<file path="src/rtl/guard_pkg.sv">
// constants, register map and types for the overtravel torque and range guard
// assumes one 100 MHz clock and a plain word-wide register port
package guard_pkg;
	// clock and timing
	localparam int unsigned CLK_HZ = 100_000_000;
	localparam int unsigned STOP_TORQUE_DELAY_MS = 100;
	localparam int unsigned STOP_TORQUE_DELAY_CYCLES = STOP_TORQUE_DELAY_MS * (CLK_HZ / 1000);

	// register offsets (byte addresses, one word each)
	localparam logic [7:0] ADDR_STOP_TORQUE_LIMIT = 8'h00;
	localparam logic [7:0] ADDR_PROHIBIT_TORQUE_SELECT = 8'h04;
	localparam logic [7:0] ADDR_FORWARD_RANGE_PULSES = 8'h08;
	localparam logic [7:0] ADDR_FORWARD_RANGE_TURNS = 8'h0c;
	localparam logic [7:0] ADDR_REVERSE_RANGE_PULSES = 8'h10;
	localparam logic [7:0] ADDR_REVERSE_RANGE_TURNS = 8'h14;
	localparam logic [7:0] ADDR_SOFT_OVERTRAVEL_MODE = 8'h18;
	localparam logic [7:0] ADDR_EVENT_STATUS = 8'h20;
	localparam logic [7:0] ADDR_EVENT_MASK = 8'h24;
	localparam logic [7:0] ADDR_LIVE_STATE = 8'h28;

	// reset values
	localparam logic [15:0] RST_STOP_TORQUE_LIMIT = 16'h0064;
	localparam logic [15:0] RST_PROHIBIT_TORQUE_SELECT = 16'h0001;
	localparam logic [31:0] RST_FORWARD_RANGE_PULSES = 32'h0000_0000;
	localparam logic [15:0] RST_FORWARD_RANGE_TURNS = 16'h03e8;
	localparam logic [31:0] RST_REVERSE_RANGE_PULSES = 32'h0000_0000;
	localparam logic [15:0] RST_REVERSE_RANGE_TURNS = 16'h03e8;
	localparam logic [15:0] RST_SOFT_OVERTRAVEL_MODE = 16'h0001;
	localparam logic [2:0] RST_EVENT_MASK = 3'h0;

	// stop torque bounds, percent of rated torque
	localparam logic [15:0] STOP_TORQUE_MIN = 16'h0001;
	localparam logic [15:0] STOP_TORQUE_MAX = 16'h012c;
	localparam logic [15:0] TORQUE_ZERO = 16'h0000;

	// soft overtravel mode codes
	localparam logic [15:0] SOFT_MODE_OFF = 16'h0000;
	localparam logic [15:0] SOFT_MODE_ALARM = 16'h0001;
	localparam logic [15:0] SOFT_MODE_STOP = 16'h0002;

	// event status / mask bit positions
	localparam int EV_ALARM = 0;
	localparam int EV_SOFT_STOP = 1;
	localparam int EV_PROHIBIT = 2;
	localparam int EV_WIDTH = 3;

	// live state bit positions
	localparam int LS_FWD_EXCEED = 0;
	localparam int LS_REV_EXCEED = 1;
	localparam int LS_DELAY_PENDING = 2;
	localparam int LS_FWD_PROHIBIT = 3;
	localparam int LS_REV_PROHIBIT = 4;
	localparam int LS_ESTOP = 5;

	// combined position width: sign + turns + pulses
	localparam int POS_WIDTH = 49;

	typedef enum logic {
		DELAY_IDLE,
		DELAY_WAIT
	} delay_state_t;
endpackage : guard_pkg

</file>
<file path="src/rtl/range_compare.sv">
// one side of the travel range check: position from home against a limit
// assumes position and limit are stable combined turn:pulse values
`timescale 1ns/1ps
`default_nettype none
module range_compare #(
	parameter bit REVERSE = 1'b0
) (
	// clock and reset
	input wire logic ref_clk,
	input wire logic reset_n,
	// check enable, position from home, limit magnitude
	input wire logic enable,
	input wire logic signed [guard_pkg::POS_WIDTH-1:0] rel_pos,
	input wire logic signed [guard_pkg::POS_WIDTH-1:0] limit,
	// travel beyond the limit
	output logic exceed
);
	import guard_pkg::*;

	logic signed [POS_WIDTH-1:0] travel;
	logic exceed_next;

	// reverse travel is measured as a positive distance below home
	always_comb begin
		travel = REVERSE ? -rel_pos : rel_pos;
		exceed_next = enable && (travel > limit);
	end

	always_ff @(posedge ref_clk) begin
		if (!reset_n) begin
			exceed <= 1'b0;
		end else begin
			exceed <= exceed_next;
		end
	end
endmodule : range_compare
`default_nettype wire

</file>
<file path="src/rtl/overtravel_torque_and_range_guard.sv">
// overtravel torque limiting and software travel range guard
// assumes synchronous inputs on ref_clk and a one-cycle register port
//
// How it works
// - prohibit or estop caps torque at setting
// - new stop torque applies 100 ms later
// - torque mode running uses prohibit torque select
// - select 0 uses stop torque, 1 zero
// - position outside range trips overtravel alarm
// - range measured from home, free between limits
// - forward limit is pulses plus turns
// - reverse limit is separate pulses plus turns
// - mode 0 off, 1 alarm, 2 stop
// - prohibit zeros speed only in blocked direction
//
// Chosen here: the register offsets and the address-and-strobe port.
`timescale 1ns/1ps
`default_nettype none
module overtravel_torque_and_range_guard #(
	parameter int unsigned STOP_TORQUE_DELAY = guard_pkg::STOP_TORQUE_DELAY_CYCLES
) (
	// clock and reset
	input wire logic ref_clk,
	input wire logic reset_n,
	// register port
	input wire logic [7:0] reg_addr,
	input wire logic [31:0] reg_wdata,
	input wire logic reg_wr,
	input wire logic reg_rd,
	output logic [31:0] reg_rdata,
	// prohibit and stop inputs
	input wire logic forward_prohibit_input,
	input wire logic reverse_prohibit_input,
	input wire logic estop_input,
	// drive state
	input wire logic torque_mode,
	input wire logic motor_running,
	// encoder multiturn position and home capture
	input wire logic home_set,
	input wire logic [15:0] pos_turns,
	input wire logic [31:0] pos_pulses,
	// torque and speed limiting
	output logic [15:0] torque_limit,
	output logic torque_limit_active,
	output logic speed_zero_fwd,
	output logic speed_zero_rev,
	// alarm and interrupt
	output logic soft_overtravel_alarm,
	output logic irq
);
	import guard_pkg::*;

	// software registers
	logic [15:0] stop_torque_limit_reg, stop_torque_limit_next;
	logic [15:0] prohibit_torque_select_reg, prohibit_torque_select_next;
	logic [31:0] forward_range_pulses_reg, forward_range_pulses_next;
	logic [15:0] forward_range_turns_reg, forward_range_turns_next;
	logic [31:0] reverse_range_pulses_reg, reverse_range_pulses_next;
	logic [15:0] reverse_range_turns_reg, reverse_range_turns_next;
	logic [15:0] soft_overtravel_mode_reg, soft_overtravel_mode_next;
	logic [EV_WIDTH-1:0] event_mask_reg, event_mask_next;
	logic [31:0] rdata_reg, rdata_next;
	logic wr_stop_torque;
	logic [EV_WIDTH-1:0] event_status_reg, event_status_next, event_set, event_clear;
	logic [5:0] live_state;

	// write decode and registered read-back
	always_comb begin
		wr_stop_torque = reg_wr && (reg_addr == ADDR_STOP_TORQUE_LIMIT);
		stop_torque_limit_next = wr_stop_torque ? reg_wdata[15:0] : stop_torque_limit_reg;
		prohibit_torque_select_next = prohibit_torque_select_reg;
		forward_range_pulses_next = forward_range_pulses_reg;
		forward_range_turns_next = forward_range_turns_reg;
		reverse_range_pulses_next = reverse_range_pulses_reg;
		reverse_range_turns_next = reverse_range_turns_reg;
		soft_overtravel_mode_next = soft_overtravel_mode_reg;
		event_mask_next = event_mask_reg;
		if (reg_wr) begin
			unique case (reg_addr)
				ADDR_PROHIBIT_TORQUE_SELECT: prohibit_torque_select_next = reg_wdata[15:0];
				ADDR_FORWARD_RANGE_PULSES: forward_range_pulses_next = reg_wdata;
				ADDR_FORWARD_RANGE_TURNS: forward_range_turns_next = reg_wdata[15:0];
				ADDR_REVERSE_RANGE_PULSES: reverse_range_pulses_next = reg_wdata;
				ADDR_REVERSE_RANGE_TURNS: reverse_range_turns_next = reg_wdata[15:0];
				ADDR_SOFT_OVERTRAVEL_MODE: soft_overtravel_mode_next = reg_wdata[15:0];
				ADDR_EVENT_MASK: event_mask_next = reg_wdata[EV_WIDTH-1:0];
				default: ;
			endcase
		end
		rdata_next = 32'h0000_0000;
		if (reg_rd) begin
			unique case (reg_addr)
				ADDR_STOP_TORQUE_LIMIT: rdata_next = {16'h0000, stop_torque_limit_reg};
				ADDR_PROHIBIT_TORQUE_SELECT: rdata_next = {16'h0000, prohibit_torque_select_reg};
				ADDR_FORWARD_RANGE_PULSES: rdata_next = forward_range_pulses_reg;
				ADDR_FORWARD_RANGE_TURNS: rdata_next = {16'h0000, forward_range_turns_reg};
				ADDR_REVERSE_RANGE_PULSES: rdata_next = reverse_range_pulses_reg;
				ADDR_REVERSE_RANGE_TURNS: rdata_next = {16'h0000, reverse_range_turns_reg};
				ADDR_SOFT_OVERTRAVEL_MODE: rdata_next = {16'h0000, soft_overtravel_mode_reg};
				ADDR_EVENT_STATUS: rdata_next = {29'h0000_0000, event_status_reg};
				ADDR_EVENT_MASK: rdata_next = {29'h0000_0000, event_mask_reg};
				ADDR_LIVE_STATE: rdata_next = {26'h000_0000, live_state};
				default: rdata_next = 32'h0000_0000; // unmapped reads as zero
			endcase
		end
	end

	always_ff @(posedge ref_clk) begin
		if (!reset_n) begin
			stop_torque_limit_reg <= RST_STOP_TORQUE_LIMIT;
			prohibit_torque_select_reg <= RST_PROHIBIT_TORQUE_SELECT;
			forward_range_pulses_reg <= RST_FORWARD_RANGE_PULSES;
			forward_range_turns_reg <= RST_FORWARD_RANGE_TURNS;
			reverse_range_pulses_reg <= RST_REVERSE_RANGE_PULSES;
			reverse_range_turns_reg <= RST_REVERSE_RANGE_TURNS;
			soft_overtravel_mode_reg <= RST_SOFT_OVERTRAVEL_MODE;
			event_mask_reg <= RST_EVENT_MASK;
			rdata_reg <= 32'h0000_0000;
		end else begin
			stop_torque_limit_reg <= stop_torque_limit_next;
			prohibit_torque_select_reg <= prohibit_torque_select_next;
			forward_range_pulses_reg <= forward_range_pulses_next;
			forward_range_turns_reg <= forward_range_turns_next;
			reverse_range_pulses_reg <= reverse_range_pulses_next;
			reverse_range_turns_reg <= reverse_range_turns_next;
			soft_overtravel_mode_reg <= soft_overtravel_mode_next;
			event_mask_reg <= event_mask_next;
			rdata_reg <= rdata_next;
		end
	end

	// delayed stop torque: a rewrite during the wait restarts it
	delay_state_t delay_state_reg, delay_state_next;
	logic [31:0] delay_count_reg, delay_count_next;
	logic [15:0] pending_torque_reg, pending_torque_next;
	logic [15:0] eff_torque_reg, eff_torque_next;

	always_comb begin
		delay_state_next = delay_state_reg;
		delay_count_next = delay_count_reg;
		pending_torque_next = pending_torque_reg;
		eff_torque_next = eff_torque_reg;
		if (wr_stop_torque) begin
			delay_state_next = DELAY_WAIT;
			delay_count_next = 32'h0000_0000;
			pending_torque_next = reg_wdata[15:0];
		end else begin
			unique case (delay_state_reg)
				DELAY_IDLE: ;
				DELAY_WAIT: begin
					if (delay_count_reg == STOP_TORQUE_DELAY - 1) begin
						delay_state_next = DELAY_IDLE;
						// out-of-range settings are held to the legal band
						if (pending_torque_reg < STOP_TORQUE_MIN) begin
							eff_torque_next = STOP_TORQUE_MIN;
						end else if (pending_torque_reg > STOP_TORQUE_MAX) begin
							eff_torque_next = STOP_TORQUE_MAX;
						end else begin
							eff_torque_next = pending_torque_reg;
						end
					end else begin
						delay_count_next = delay_count_reg + 32'h0000_0001;
					end
				end
			endcase
		end
	end

	always_ff @(posedge ref_clk) begin
		if (!reset_n) begin
			delay_state_reg <= DELAY_IDLE;
			delay_count_reg <= 32'h0000_0000;
			pending_torque_reg <= RST_STOP_TORQUE_LIMIT;
			eff_torque_reg <= RST_STOP_TORQUE_LIMIT;
		end else begin
			delay_state_reg <= delay_state_next;
			delay_count_reg <= delay_count_next;
			pending_torque_reg <= pending_torque_next;
			eff_torque_reg <= eff_torque_next;
		end
	end

	// home origin and position relative to it
	logic [47:0] home_reg, home_next;
	logic signed [POS_WIDTH-1:0] rel_pos, fwd_limit, rev_limit;
	logic fwd_exceed, rev_exceed, soft_enable;

	always_comb begin
		home_next = home_set ? {pos_turns, pos_pulses} : home_reg;
		// turns in the high part make a plain compare lexicographic
		rel_pos = $signed({pos_turns[15], pos_turns, pos_pulses}) - $signed({home_reg[47], home_reg});
		fwd_limit = $signed({1'b0, forward_range_turns_reg, forward_range_pulses_reg});
		rev_limit = $signed({1'b0, reverse_range_turns_reg, reverse_range_pulses_reg});
		soft_enable = (soft_overtravel_mode_reg == SOFT_MODE_ALARM) || (soft_overtravel_mode_reg == SOFT_MODE_STOP);
	end

	always_ff @(posedge ref_clk) begin
		if (!reset_n) begin
			home_reg <= 48'h0000_0000_0000;
		end else begin
			home_reg <= home_next;
		end
	end

	range_compare #(.REVERSE(1'b0)) fwd_check (
		.ref_clk(ref_clk),
		.reset_n(reset_n),
		.enable(soft_enable),
		.rel_pos(rel_pos),
		.limit(fwd_limit),
		.exceed(fwd_exceed)
	);

	range_compare #(.REVERSE(1'b1)) rev_check (
		.ref_clk(ref_clk),
		.reset_n(reset_n),
		.enable(soft_enable),
		.rel_pos(rel_pos),
		.limit(rev_limit),
		.exceed(rev_exceed)
	);

	// torque limit, speed blocking, alarm and events
	logic [15:0] torque_limit_next;
	logic torque_limit_active_next, speed_zero_fwd_next, speed_zero_rev_next;
	logic alarm_next, irq_next, prohibit_any, prohibit_any_reg, soft_stop, soft_stop_reg;

	always_comb begin
		prohibit_any = forward_prohibit_input || reverse_prohibit_input || estop_input;
		soft_stop = (soft_overtravel_mode_reg == SOFT_MODE_STOP) && (fwd_exceed || rev_exceed);
		torque_limit_next = STOP_TORQUE_MAX;
		torque_limit_active_next = 1'b0;
		if (torque_mode && motor_running && (forward_prohibit_input || reverse_prohibit_input)) begin
			torque_limit_active_next = 1'b1;
			torque_limit_next = prohibit_torque_select_reg[0] ? TORQUE_ZERO : eff_torque_reg;
		end else if (prohibit_any) begin
			torque_limit_active_next = 1'b1;
			torque_limit_next = eff_torque_reg;
		end
		// mode 2 blocks the exceeded direction without alarming
		speed_zero_fwd_next = forward_prohibit_input || (soft_stop && fwd_exceed);
		speed_zero_rev_next = reverse_prohibit_input || (soft_stop && rev_exceed);
		event_set = '0;
		event_set[EV_ALARM] = (soft_overtravel_mode_reg == SOFT_MODE_ALARM) && (fwd_exceed || rev_exceed);
		event_set[EV_SOFT_STOP] = soft_stop && !soft_stop_reg;
		event_set[EV_PROHIBIT] = prohibit_any && !prohibit_any_reg;
		event_clear = (reg_wr && reg_addr == ADDR_EVENT_STATUS) ? reg_wdata[EV_WIDTH-1:0] : '0;
		// set wins over a clear in the same cycle
		event_status_next = (event_status_reg & ~event_clear) | event_set;
		irq_next = |(event_status_next & event_mask_next); // next values, so irq rises with the bit
		alarm_next = event_set[EV_ALARM] || (soft_overtravel_alarm && !event_clear[EV_ALARM]);
		live_state = '0;
		live_state[LS_FWD_EXCEED] = fwd_exceed;
		live_state[LS_REV_EXCEED] = rev_exceed;
		live_state[LS_DELAY_PENDING] = (delay_state_reg == DELAY_WAIT);
		live_state[LS_FWD_PROHIBIT] = forward_prohibit_input;
		live_state[LS_REV_PROHIBIT] = reverse_prohibit_input;
		live_state[LS_ESTOP] = estop_input;
	end

	always_ff @(posedge ref_clk) begin
		if (!reset_n) begin
			torque_limit <= STOP_TORQUE_MAX;
			torque_limit_active <= 1'b0;
			speed_zero_fwd <= 1'b0;
			speed_zero_rev <= 1'b0;
			soft_overtravel_alarm <= 1'b0;
			event_status_reg <= '0;
			prohibit_any_reg <= 1'b0;
			soft_stop_reg <= 1'b0;
			irq <= 1'b0;
		end else begin
			torque_limit <= torque_limit_next;
			torque_limit_active <= torque_limit_active_next;
			speed_zero_fwd <= speed_zero_fwd_next;
			speed_zero_rev <= speed_zero_rev_next;
			soft_overtravel_alarm <= alarm_next;
			event_status_reg <= event_status_next;
			prohibit_any_reg <= prohibit_any;
			soft_stop_reg <= soft_stop;
			irq <= irq_next;
		end
	end

	assign reg_rdata = rdata_reg;
endmodule : overtravel_torque_and_range_guard
`default_nettype wire

</file>
<file path="config.mk">
export PLATFORM = sky130hd
export DESIGN_NAME = overtravel_torque_and_range_guard
export DESIGN_NICKNAME = d
export VERILOG_FILES = /design/src/rtl/guard_pkg.sv /design/src/rtl/range_compare.sv /design/src/rtl/overtravel_torque_and_range_guard.sv
export SDC_FILE = /design/constraint.sdc
export NUM_CORES = 1
export LEC_CHECK = 0
export ABC_CLOCK_PERIOD_IN_PS = 6610
export BUFFER_PORTS_ARGS = -buffer_cell sky130_fd_sc_hd__buf_2
export CAP_MARGIN = 10
export CORE_ASPECT_RATIO = 0.9
export CORE_UTILIZATION = 57
export CTS_BUF_LIST = sky130_fd_sc_hd__clkbuf_4
export CTS_CLUSTER_SIZE = 40
export DETAILED_ROUTE_END_ITERATION = 7
export HOLD_SLACK_MARGIN = 0.02
export PLACE_DENSITY_LB_ADDON = 0.2
export SLEW_MARGIN = 20
export SYNTH_ARGS = -nofsm -noshare
export SYNTH_HDL_FRONTEND = slang
export SYNTH_SLANG_ARGS = --single-unit
</file>
<file path="constraint.sdc">
create_clock -name ref_clk -period 6.61 [get_ports ref_clk]
set_input_delay 1.322 -clock ref_clk [delete_from_list [all_inputs] [get_ports ref_clk]]
set_output_delay 1.322 -clock ref_clk [all_outputs]
set_load 0.02 [all_outputs]
</file>
Word-level counts from Yosys, hierarchy flattened:

Index checks and enable logic that the tools add are counted.

* logic and storage cells: 99
* input port bits: 98
* register bits after elaboration: 304

* bitwise operators: 7
* $add $sub $neg: 3
* reduce and logical (&&, ||, !) cells: 35
* multiplexer cells: 14
* equal/unequal tests: 12
* magnitude comparators: 4

Operators with widths (count)
* $pmux 32 s10: 1
* $gt 49x49->1: 2
* $mux 16: 5
* $neg 49->49: 1
* $sub 48x48->49: 1
* $add 32x1->32 const B: 1
* $eq 32x24->1 const B: 1
* $eq 8x5->1 const B: 3
* $eq 8x6->1 const B: 3
* $eq 16x1->1 const B: 1
* $eq 16x2->1 const B: 1
* $eq 8x4->1 const B: 2
* $gt 16x9->1 const B: 1
* $lt 16x1->1 const B: 1
* $reduce_and 2->1: 8
* $logic_and 1x1->1: 13
* $mux 3: 3
* $eq 8x3->1 const B: 1
* $logic_not 8->1: 1
* $logic_or 1x1->1: 7
* $and 3x3->3: 2
* $mux 1: 5
* $logic_not 1->1: 3
* $not 1->1: 3
* other kinds (5): 5

Logic depth before layout (Yosys ltp):

* depth after elaboration: 8
* depth in mapped cells: 27
* gate-level depth less buffers: 26

By module:

A second synthesis with hierarchy kept.

* cells, all modules: 2217
* area total of the unflattened synthesis: 17419.2 um^2

By module, submodules not included
* overtravel_torque_and_range_guard: area an instance 13950.9 um^2, sequential area each 6045.8 um^2, cells each 1723, times used 1
* range_compare at rev_check: area an instance 2143.3 um^2, sequential area each 20.0 um^2, cells each 307, times used 1
* range_compare at fwd_check: area an instance 1325.0 um^2, sequential area each 20.0 um^2, cells each 187, times used 1

Worst setup path after synthesis:

OpenSTA, ideal clock, no wires.

* path kind: input to register
* start point: input pos_pulses[0]
* end point: register rev_check.exceed
* data required time: 6.507 ns
* path buffers: 1
* data arrival time: 6.209 ns
* path slack: 0.297 ns
* library setup time: 0.103 ns
* stages on the path: 21
* cells stage by stage: inv_1 -> ha_1 -> fa_1 -> xor2_1 -> nand3_1 -> a221oi_2 -> or3b_1 -> or4_1 -> buf_2 -> nor4b_4 -> nand2_1 -> nor3_1 -> xnor2_1 -> ha_1 -> nand4_1 -> or4_1 -> o21ai_0 -> a21oi_1 -> nand2_1 -> nand2_1 -> a2111oi_2

* cells in the longest elaborated chain, start to end: 4

Ends and longest elaborated chain
* start: declaration: line overtravel_torque_and_range_guard.sv:41 `input wire logic [31:0] pos_pulses,`
* $sub 48x48->49: line overtravel_torque_and_range_guard.sv:191 `rel_pos = $signed({pos_turns[15], pos_turns, pos_pulses}) - $signed({home_reg[47], home_reg});`
* $neg 49->49: line range_compare.sv:25 `travel = REVERSE ? -rel_pos : rel_pos;`
* $gt 49x49->1: line range_compare.sv:26 `exceed_next = enable && (travel > limit);`
* $logic_and 1x1->1: line range_compare.sv:26
* end signal: assignment: line range_compare.sv:33 `exceed <= exceed_next;`
* end: declaration: line range_compare.sv:16 `output logic exceed`

No other way between the ends.
A chain may end at the register's enable or synchronous reset.

Worst setup path after layout:

Ends and elaborated chain as after synthesis.

==> out/metrics.cfg <==
[synthesis]
synth_fa_ha_area_frac = 0.101
postSynthCellCount = 2332
synthesis.area_um2 = 18200
ys_types = 85
seq_area_frac_synth = 0.334
ys.flop_type = dfxtp_1
synth_area_leaders = dfxtp_1, ha_1, nand2_1
yosysTopAreaCell = dfxtp_1
synth-simple-area-share = 0.234
synth_compound_gate_area_share = 0.192
synth.area.mux_share = 0.0308
yosysTopAreaCellShare = 0.334
synth-seq-cells = 304
synth_xor_area_frac = 0.0495
synth_top_family_by_area = simple AND/OR/NAND/NOR gates
syn_area_per_cell_um2 = 7.81
async_flop_share = 0
ys_warn_count = 0
synth_edf_count = 0
syn_nets = 2577

[sta]
maxClockFrequency_mhz = 169
finalCritPeriodShare = 0.897
hold_violations = 0
finalWorstSetupSlack_ps = 681
tightest_slew_ps = 1050
drv_slew = 0
relSlewSlack = 0.298
finalClockSkew_ps = 82.1
fin_setup_tns_ps = 0
setup_viol = 0
period_needed_ps = 5930
rsz0062_at_grt = no

[power_and_ir_drop]
p_per_area_nw_per_um2 = 227
p_int_mw = 3.11
p_leak_nw = 8.08
switching_share = 0.329
fin_total_pwr_mw = 4.64
p_switching_mw = 1.53
pwr-share-comb = 0.251
p_seq_frac = 0.404
ir_drop_uv = 145
clkPwrFrac = 0.346

[layout]
layout-drive-gt1-share = 0.143
nets = 2757
area_delta_synth_final_pct = 12.5
layout_commonest_cell = nand2_1
most-common-layout-cells = nand2_1, dfxtp_1, a21oi_1, nor2_1, inv_1
largest_reg_flops = 48
final_cells = 2977
fin_area_um2 = 20500
fill_cells = 2798

[floorplanning]
core-area_um2 = 31100
rows = 61
floorplan.initialDensity = 0.585
fp.dieW_um = 190
die_h_um = 172
die_area_um2 = 32700
pin_count = 151

[clock_network]
cts_inserted_buffers = 79
cts.repair_timing.setup_buffer_count = 0
cts_sinks = 304
htreeDepth = 3
cts_tree = yes
hold_buffers = 0
cts.repair.resized = 0
cts_root_buf = clkbuf_4
insertion_delay_ps = 790
clock_path_buffers = 3
clk_pin_slew_worst_paths_ps = 70

[place]
post-dp-hpwl_um = 42700
placed_cell_area_um2 = 19500
portBuffers = 150
dp_slack_ps = 36.2
gp_congestion = 0.968
place_inst = 2840

[min_path]
hp-class = reg -> reg

[run_status]
status = complete, no violations

[route]
wl_per_cell_um = 18.8
dr.pass1.iters = 8
drc = 0
antenna_left = 0
dr_total_vias = 17700
drt_iter0_drc = 1800
routed_wl_um = 56100
avgViaCountPerCell = 5.95

[global_routing]
grt_pass1_wl_um = 86900
antenna_found_initial = 1
grt_max_degree = 86
grt_util_all_layers = 0.338
grt_overflow_total = 0
first_global_vias = 16300

[worst_setup_path]
cpMostUsedCell = a21oi_1
critPathMaxStageDelay_ps = 500
rrSetupSlack_ps = 1090
crit_slowest_cell = or3b_2
required_ps = 7190
crit_fanout = 6
path_class = in -> reg
end_kind = flop
startpoint_type = primary input
worstPathArrival_ps = 6510

[job]
cap_violations = 0

[Yosys cell counts, drive strengths merged, types with 9 or more instances]
cell,n
a22o,9
inv,165
nand2,393
mux2i,55
a21o,44
o21ai,58
or3,15
buf,11
a222oi,10
and3,16
o211ai,23
a22oi,49
a221oi,13
nor3,36
and2,25
nand3,49
a21oi,223
nand2b,13
ha,146
xor2,53
or4,10
clkbuf,103
a211oi,11
nand4,50
nor4,29
xnor2,50
a31oi,23
nor2b,42
nor2,190
dfxtp,304
o21a,16
[final timing paths]
kind	end	cells past startpoint	startpoint
min	torque_limit[10]	1	eff_torque_reg[10]
min reg2reg	torque_limit[10]	1	eff_torque_reg[10]
max	rev_check.exceed	28	pos_pulses[0]
max reg2reg	rev_check.exceed	26	home_reg[0]
[worst max-delay path: cells and delay by family]
family	cells	cell delay, ps
compound gates	8	1370
xor+xnor	1	160
simple gates	12	2170
buf+inv	4	510
fa+ha+maj	3	970
[cell families (layout without fill, tap and decap cells)]
logic type,count (synthesis),after routing
compound gates,540,540
xor+xnor,103,103
fa+ha+maj,147,147
buf+inv,279,514
flops,304,304
mux,56,56
other cells,0,1
simple gates,903,903
[final cells by class]
type | count | area [um^2] | share of cell area
Multi-Input combinational cell | 1749 | 11100 | 0.541
Sequential cell | 304 | 6090 | 0.297
Timing Repair Buffer | 213 | 1220 | 0.0597
Clock buffer | 107 | 803 | 0.0392
Inverter | 165 | 622 | 0.0303
Tap cell | 409 | 512 | 0.0250
Clock inverter | 29 | 159 | 0.00776
Antenna cell | 1 | 2.50 | 0.000122
[routing by layer]
layer	wire [um]	vias up	global-route usage
met5	0	-	0
met4	1160	0	0.0967
met3	4660	85	0.0579
met2	24500	770	0.524
met1	25700	8322	0.480
li1	-	8542	-
[per-stage QoR]
step                      hold slack [ps]   util
after global routing                  474  0.658
after floorplan                       421      -
final                                 444  0.658
after global placement                431  0.627
after detailed placement              437  0.627
after CTS                             447  0.658
[power by group through the flow]
| stage | logic, mW | clock network (mW) | registers [mW] |
|---|---|---|---|
| 3_3_place_gp | 1.11 | 0 | 1.91 |
| 4_1_cts | 1.14 | 1.63 | 1.87 |
| 2_1_floorplan | 0.762 | 0 | 1.92 |
| 5_1_grt | 1.28 | 1.73 | 1.88 |
| 3_5_place_dp | 1.14 | 0 | 1.92 |
| 6_report | 1.16 | 1.60 | 1.88 |
Note: power is estimated with default switching activity, not from simulation.
